`config.mk`:
```
export PLATFORM = sky130hd
export DESIGN_NAME = wwrs_top
export DESIGN_NICKNAME = d
export VERILOG_FILES = /design/src/design/wwrs_pkg.sv /design/src/design/wwrs_edge.sv /design/src/design/wwrs_timer.sv /design/src/design/wwrs_top.sv
export SDC_FILE = /design/constraint.sdc
export NUM_CORES = 1
export LEC_CHECK = 0
export ABC_CLOCK_PERIOD_IN_PS = 3630
export BUFFER_PORTS_ARGS = -buffer_cell sky130_fd_sc_hd__buf_4
export CAP_MARGIN = 20
export CORE_MARGIN = 1.5
export CORE_UTILIZATION = 25
export CTS_CLUSTER_DIAMETER = 80
export DETAILED_ROUTE_END_ITERATION = 8
export PLACE_DENSITY = 0.48
export SLEW_MARGIN = 5
export SYNTH_ARGS = -nofsm -noshare
export SYNTH_HDL_FRONTEND = slang
export SYNTH_HIERARCHICAL = 1
export SYNTH_SLANG_ARGS = --single-unit
```
`constraint.sdc`:
```
create_clock -name clock -period 3.63 [get_ports clock]
set_input_delay 0 -clock clock [delete_from_list [all_inputs] [get_ports clock]]
set_output_delay 0 -clock clock [all_outputs]
set_load 0.01 [all_outputs]
```
`src/design/wwrs_pkg.sv`:
```
// Package with timing constants and states of the wakeup watchdog reset supervisor
package wwrs_pkg;
  // Clock rate
  localparam int unsigned CLK_HZ = 40000000;
  // Timing resistor in ohms, default value
  localparam int unsigned RDELAY_OHM = 60000;
  // Seconds per ohm, scaled by 1e11 so the figures stay integer
  localparam longint unsigned WAKE_PER_OHM_E11 = 64'd41700;    // 4.17e-7
  localparam longint unsigned RSTDLY_PER_OHM_E11 = 64'd5210;   // 5.21e-8
  localparam longint unsigned WAKEDLY_PER_OHM_E11 = 64'd20800; // 2.08e-7
  localparam longint unsigned SCALE_E11 = 64'd100000000000;
  // Default period in cycles, derived from resistor and rate
  localparam longint unsigned WAKE_PERIOD_CYC_L =
    (WAKE_PER_OHM_E11 * RDELAY_OHM * CLK_HZ) / SCALE_E11;
  localparam int unsigned WAKE_PERIOD_CYC = int'(WAKE_PERIOD_CYC_L);
  // Cross-check figures, the block uses the base tick ratios
  localparam longint unsigned RST_DELAY_CYC_L =
    (RSTDLY_PER_OHM_E11 * RDELAY_OHM * CLK_HZ) / SCALE_E11;
  localparam longint unsigned WAKE_DELAY_CYC_L =
    (WAKEDLY_PER_OHM_E11 * RDELAY_OHM * CLK_HZ) / SCALE_E11;
  // Counter width
  localparam int unsigned CNT_W = 32;
  // Reset pulse on missed watchdog, in cycles
  localparam int unsigned WD_RST_PULSE_CYC = 1;
  // Supervisor states
  typedef enum logic [2:0] {
    WWRS_OFF,
    WWRS_HOLD,
    WWRS_DELAY,
    WWRS_PRE_WAKE,
    WWRS_RUN,
    WWRS_PULSE
  } wwrs_state_type;
endpackage

```
`src/design/wwrs_edge.sv`:
```
// Falling edge detector for the watchdog service input
`timescale 1ns/1ps
`default_nettype none
module wwrs_edge
(
  input  wire logic clock,
  input  wire logic rst_n,
  input  wire logic sig_in,
  output logic      fall
);
  logic prev_q;

  // Remember last level
  always_ff @(posedge clock or negedge rst_n)
  begin
    if (!rst_n)
      prev_q <= 1'b0;
    else
      prev_q <= sig_in;
  end

  assign fall = prev_q & ~sig_in;
endmodule
`default_nettype wire

```
`src/design/wwrs_timer.sv`:
```
// Down counter with load and expiry flag
`timescale 1ns/1ps
`default_nettype none
module wwrs_timer
#(
  parameter int unsigned W = 32
)
(
  input  wire logic         clock,
  input  wire logic         rst_n,
  input  wire logic         load,
  input  wire logic [W-1:0] load_val,
  output logic [W-1:0]      count,
  output logic              done
);
  logic [W-1:0] cnt_q;

  // Load or count down to zero
  always_ff @(posedge clock or negedge rst_n)
  begin
    if (!rst_n)
      cnt_q <= '0;
    else if (load)
      cnt_q <= load_val;
    else if (cnt_q != '0)
      cnt_q <= cnt_q - 1'b1;
  end

  assign count = cnt_q;
  // Expiry from the count alone, load is decided from it upstream
  assign done  = (cnt_q == '0);
endmodule
`default_nettype wire

```
`src/design/wwrs_top.sv`:
```
// Wakeup, watchdog and reset supervisor top
`timescale 1ns/1ps
`default_nettype none
module wwrs_top
#(
  parameter int unsigned WAKE_PERIOD_CYC = wwrs_pkg::WAKE_PERIOD_CYC
)
(
  input  wire logic clock,
  input  wire logic rst_n,
  input  wire logic enable_in,
  input  wire logic out_uv_flag,
  input  wire logic in_low_flag,
  input  wire logic watchdog_service_in,
  output logic      pass_on,
  output logic      reset_out_n,
  output logic      wakeup_out
);
  localparam int unsigned W = wwrs_pkg::CNT_W;
  // Load values are one short: the expiry cycle itself counts as a cycle
  localparam logic [W-1:0] PERIOD   = W'(WAKE_PERIOD_CYC - 1);
  localparam logic [W-1:0] HALF     = W'(WAKE_PERIOD_CYC / 2);
  localparam logic [W-1:0] RST_DLY  = W'(WAKE_PERIOD_CYC / 8 - 1);
  localparam logic [W-1:0] WAKE_DLY = W'(WAKE_PERIOD_CYC / 2 - 1);
  localparam logic [W-1:0] PULSE    = W'(wwrs_pkg::WD_RST_PULSE_CYC - 1);

  wwrs_pkg::wwrs_state_type state_q;
  wwrs_pkg::wwrs_state_type state_d;
  logic         served_q;
  logic         served_d;
  logic         pass_q;
  logic         rstn_q;
  logic         rstn_d;
  logic         wake_q;
  logic         wake_d;
  logic         tload;
  logic [W-1:0] tval;
  logic [W-1:0] tcount;
  logic         tdone;
  logic         wd_fall;
  logic         abort;
  logic         in_first_half;
  logic         svc_ok;

  // Service edge detector
  wwrs_edge u_edge
  (
    .clock  (clock),
    .rst_n  (rst_n),
    .sig_in (watchdog_service_in),
    .fall   (wd_fall)
  );

  // Shared interval timer
  wwrs_timer #(.W(W)) u_timer
  (
    .clock    (clock),
    .rst_n    (rst_n),
    .load     (tload),
    .load_val (tval),
    .count    (tcount),
    .done     (tdone)
  );

  // Conditions that force reset
  assign abort         = ~enable_in | out_uv_flag | in_low_flag;
  assign in_first_half = (tcount > HALF);
  assign svc_ok        = wd_fall & ~served_q;

  // Next state and timer control
  always_comb
  begin
    state_d  = state_q;
    served_d = served_q;
    tload    = 1'b0;
    tval     = PERIOD;
    rstn_d   = 1'b0;
    wake_d   = 1'b0;
    case (state_q)
      wwrs_pkg::WWRS_OFF:
      begin
        if (enable_in)
          state_d = wwrs_pkg::WWRS_HOLD;
      end
      wwrs_pkg::WWRS_HOLD:
      begin
        if (!abort)
        begin
          state_d = wwrs_pkg::WWRS_DELAY;
          tload   = 1'b1;
          tval    = RST_DLY;
        end
      end
      wwrs_pkg::WWRS_DELAY:
      begin
        if (tdone)
        begin
          state_d = wwrs_pkg::WWRS_PRE_WAKE;
          rstn_d  = 1'b1;
          tload   = 1'b1;
          tval    = WAKE_DLY;
        end
      end
      wwrs_pkg::WWRS_PRE_WAKE:
      begin
        rstn_d = 1'b1;
        if (tdone)
        begin
          state_d  = wwrs_pkg::WWRS_RUN;
          served_d = 1'b0;
          tload    = 1'b1;
          tval     = PERIOD;
          wake_d   = 1'b1;
        end
      end
      wwrs_pkg::WWRS_RUN:
      begin
        rstn_d = 1'b1;
        if (svc_ok)
          served_d = 1'b1;
        if (tdone)
        begin
          if (served_q || svc_ok)
          begin
            state_d  = wwrs_pkg::WWRS_RUN;
            served_d = 1'b0;
            tload    = 1'b1;
            tval     = PERIOD;
            wake_d   = 1'b1;
          end
          else
          begin
            state_d = wwrs_pkg::WWRS_PULSE;
            rstn_d  = 1'b0;
            tload   = 1'b1;
            tval    = PULSE;
          end
        end
        else
          wake_d = in_first_half & ~served_q & ~svc_ok;
      end
      wwrs_pkg::WWRS_PULSE:
      begin
        if (tdone)
        begin
          state_d = wwrs_pkg::WWRS_PRE_WAKE;
          rstn_d  = 1'b1;
          tload   = 1'b1;
          tval    = WAKE_DLY;
        end
      end
      default:
        state_d = wwrs_pkg::WWRS_OFF;
    endcase
    if (!enable_in)
    begin
      state_d = wwrs_pkg::WWRS_OFF;
      rstn_d  = 1'b0;
      wake_d  = 1'b0;
    end
    else if (abort && state_q != wwrs_pkg::WWRS_OFF)
    begin
      state_d = wwrs_pkg::WWRS_HOLD;
      rstn_d  = 1'b0;
      wake_d  = 1'b0;
    end
    if (!rstn_d)
      wake_d = 1'b0;
  end

  // State and output registers
  always_ff @(posedge clock or negedge rst_n)
  begin
    if (!rst_n)
    begin
      state_q  <= wwrs_pkg::WWRS_OFF;
      served_q <= 1'b0;
      pass_q   <= 1'b0;
      rstn_q   <= 1'b0;
      wake_q   <= 1'b0;
    end
    else
    begin
      state_q  <= state_d;
      served_q <= served_d;
      pass_q   <= enable_in;
      rstn_q   <= rstn_d;
      wake_q   <= wake_d;
    end
  end

  assign pass_on     = pass_q;
  assign reset_out_n = rstn_q;
  assign wakeup_out  = wake_q;
endmodule
`default_nettype wire

```
==> impl_metrics.tcl <==
set metrics [dict create \
    status "completed" \
    p_sw_uw 589 \
    critical_path.cell_chain "inv_1, ha_1, nor2b_1, nand4_2, nor3_4, and2_1, a21oi_1, o21ai_4, buf_4, a21oi_1, o41ai_1" \
    synth_seq_cells 40 \
    cts-root-buf "clkbuf_8" \
    synthSimpleGateAreaFrac_pct 29.1 \
    fmax_ghz 0.341 \
    critical_path_class "flop to flop" \
    required_ns 3.81 \
    grt_overflow 0 \
    synth_top_family_by_area "simple AND/OR/NAND/NOR gates" \
    rows 36 \
    startpoint_type "flop" \
    rsz0062_at_grt "no" \
    cts_tree "yes" \
    cts_buffer_depth 2 \
    die_w_um 104 \
    cp_top_family "simple AND/OR/NAND/NOR gates" \
    ys_top_cells_by_count "dfrtp_1, nand2_1, nor2_1" \
    setup_violations 0 \
    leakage_uw 0.00105 \
    min_period_over_period_pct 80.7 \
    post-place-cells 442 \
    synth-compound-area-share_pct 17.7 \
    cts_setup_buffers 0 \
    place_congestion 0.738 \
    ir_worst_vdd_v 0.000145 \
    die_area_um2 10900 \
    drc 0 \
    async_flop_share_pct 100 \
    syn_area_per_cell_um2 8.67 \
    nets 326 \
    combPwrFrac_pct 28.8 \
    slowest_stage "o21ai_4" \
    synth_top_area_share_pct 39.0 \
    synthAdderAreaFrac_pct 0.488 \
    cts.clk_slew.worst_paths_ns 0.08 \
    cpMostUsedCell "a21oi_1" \
    worstPathArrival_ns 3.11 \
    p_sw_share_pct 38.1 \
    grt_max_degree 41 \
    final_cells 453 \
    synthToLayoutAreaGrowth_pct 15.0 \
    dp_hpwl_um 4680 \
    portBuffers 8 \
    synth_edf_count 0 \
    sequentialPowerShare_pct 50.9 \
    start_util_pct 26.0 \
    vias 2286 \
    slew_violations 0 \
    antenna_cells 0 \
    hold_violations 0 \
    numCtsBuffers 5 \
    setup-tns-final_ns 0 \
    p_int_uw 956 \
    clock_sinks 40 \
    synth_area_leaders "dfrtp_1, xnor2_1, nand2_1" \
    ant_nets 0 \
    htreeDepth 2 \
    pwr-share-clk_pct 20.3 \
    grtUsageTotal_pct 12.8 \
    drtIter0Drc 110 \
    ys.warnings.count 6 \
    routedWlPerCell_um 14.6 \
    antenna_found_initial 0 \
    grt_pass1_wl_um 11200 \
    finalClockSkew_ns 0.00896 \
    syn-instance-count 296 \
    grt_pass1_vias 2153 \
    multi_input_area_um2 1540 \
    routed_wl_um 6610 \
    coreArea_um2 9860 \
    final.min_clock_period_ns 2.93 \
    seqCellArea_um2 1000 \
    cts_resized 0 \
    clk_latency_ns 0.29 \
    drive_above_1_share_pct 11.6 \
    synthMuxAreaShare_pct 2.54 \
    maxCapViolations 0 \
    path_buf_inv 2 \
    synth_cell_types 57 \
    yosysSeqAreaShare_pct 39.0 \
    drt-pass1-iter-count 4 \
    netlist_area_um2 2560 \
    yosysMostFrequentCell "dfrtp_1" \
    synth_area_leader_cell "dfrtp_1" \
    ys.flop_type "dfrtp_1" \
    slew-limit-headroom_pct 52.7 \
    end_kind "flop" \
    routed_via_density 5.05 \
    p_per_area_nw_per_um2 524 \
    synthXorXnorAreaFrac_pct 7.85 \
    crit_fanout 23 \
    hp-class "primary input to flop" \
    tightestPinTransition_ns 0.700 \
    die_h_um 104 \
    ios 9 \
    fillers 1065 \
    critPathMaxStageDelay_ns 0.51 \
]
[worst register-to-register path, cell delays in order, from the launching register on]
cell	delay, ns
dfrtp_1	0.42
inv_1	0.11
ha_1	0.21
nor2b_1	0.29
nand4_2	0.21
nor3_4	0.24
and2_1	0.26
a21oi_1	0.10
o21ai_4	0.51
buf_4	0.32
a21oi_1	0.09
o41ai_1	0.07
[through the flow]
step / instance area, um2 / hold WS (ns) / util, % / setup WS [ns] / power (uW)
final: 2950 / 0.185 / 29.9 / 0.700 / 1550
after global routing: 2950 / 0.215 / 29.9 / 0.379 / 1660
after CTS: 2950 / 0.178 / 29.9 / 0.644 / 1560
after detailed placement: 2830 / 0.0285 / 28.7 / 0.681 / 1240
after global placement: 2830 / 0.0287 / 28.7 / 0.728 / 1230
after floorplan: 2610 / -0.296 / - / 0.478 / 1100
[registers in the layout, summed over array words and instances (netlist names)]
register / flops
u_edge/prev_q: 1
u_timer/count: 32
pass_on: 1
wakeup_out: 1
state_q: 3
reset_out_n: 1
served_q: 1
[routing by layer]
| layer | vias to the layer above | global-route usage [%] | share of wire [%] |
|---|---|---|---|
| li1 | 1122 | - | - |
| met1 | 1106 | 18.4 | 49 |
| met2 | 52 | 19.4 | 45 |
| met3 | 6 | 2.13 | 4.8 |
| met4 | 0 | 4.17 | 1.2 |
| met5 | - | 0 | 0 |
[final timing paths]
kind	cells past startpoint	slack, ns	startpoint	endpoint
setup reg to reg	11	0.70	u_timer/count[0]	u_timer/count[9]
max in group asynchronous	2	3.04	rst_n	u_timer/count[14]
setup / recovery	11	0.70	u_timer/count[0]	u_timer/count[9]
hold / removal	5	0.18	in_low_flag	state_q[0]
hold reg to reg	1	0.57	u_timer/count[9]	u_timer/count[9]
min in group asynchronous	2	0.24	rst_n	u_timer/count[25]
[cell type report]
type,count,share of cell area (%)
clock buffer,8,3.05
timing repair buffer,16,4.33
tap,133,5.64
inverter,7,0.891
multi-input combinational,249,52.2
sequential,40,33.9
[cells by family after synthesis]
kind of cell             after synthesis
AO/OA/AOI/OAI                         68
XOR/XNOR                              23
adder cells (fa/ha/maj)                1
buffers and inverters                 19
flip-flops                            40
multiplexers                           6
other                                  1
AND/OR/NAND/NOR                      138
[power by group through the flow]
stage | logic, uW | clock network (uW) | registers, uW
2_1_floorplan | 367 | 0 | 735
3_3_place_gp | 440 | 0 | 795
3_5_place_dp | 442 | 0 | 793
4_1_cts | 448 | 329 | 785
5_1_grt | 502 | 346 | 812
6_report | 445 | 314 | 786
[cell usage in the layout, fill, tap and decap left out, types with 7 or more instances in the layout]
master / Yosys / final
nand2_1: 35 / 35
nor2_1: 28 / 28
o21ai_0: 14 / 14
nor3_1: 19 / 19
a21oi_1: 12 / 12
o31ai_1: 15 / 15
conb_1: 1 / 13
dfrtp_1: 40 / 40
xnor2_1: 20 / 20
nand4_1: 7 / 7
buf_4: 1 / 13
nor4_1: 11 / 11
[what timing repair did]
item | CTS | global route
hold buffers | 3 | 0
endpoints found under the setup margin | 0 | 0
hold endpoints to repair | 42 | 0
No activity file was read; power rests on OpenSTA's default activity.
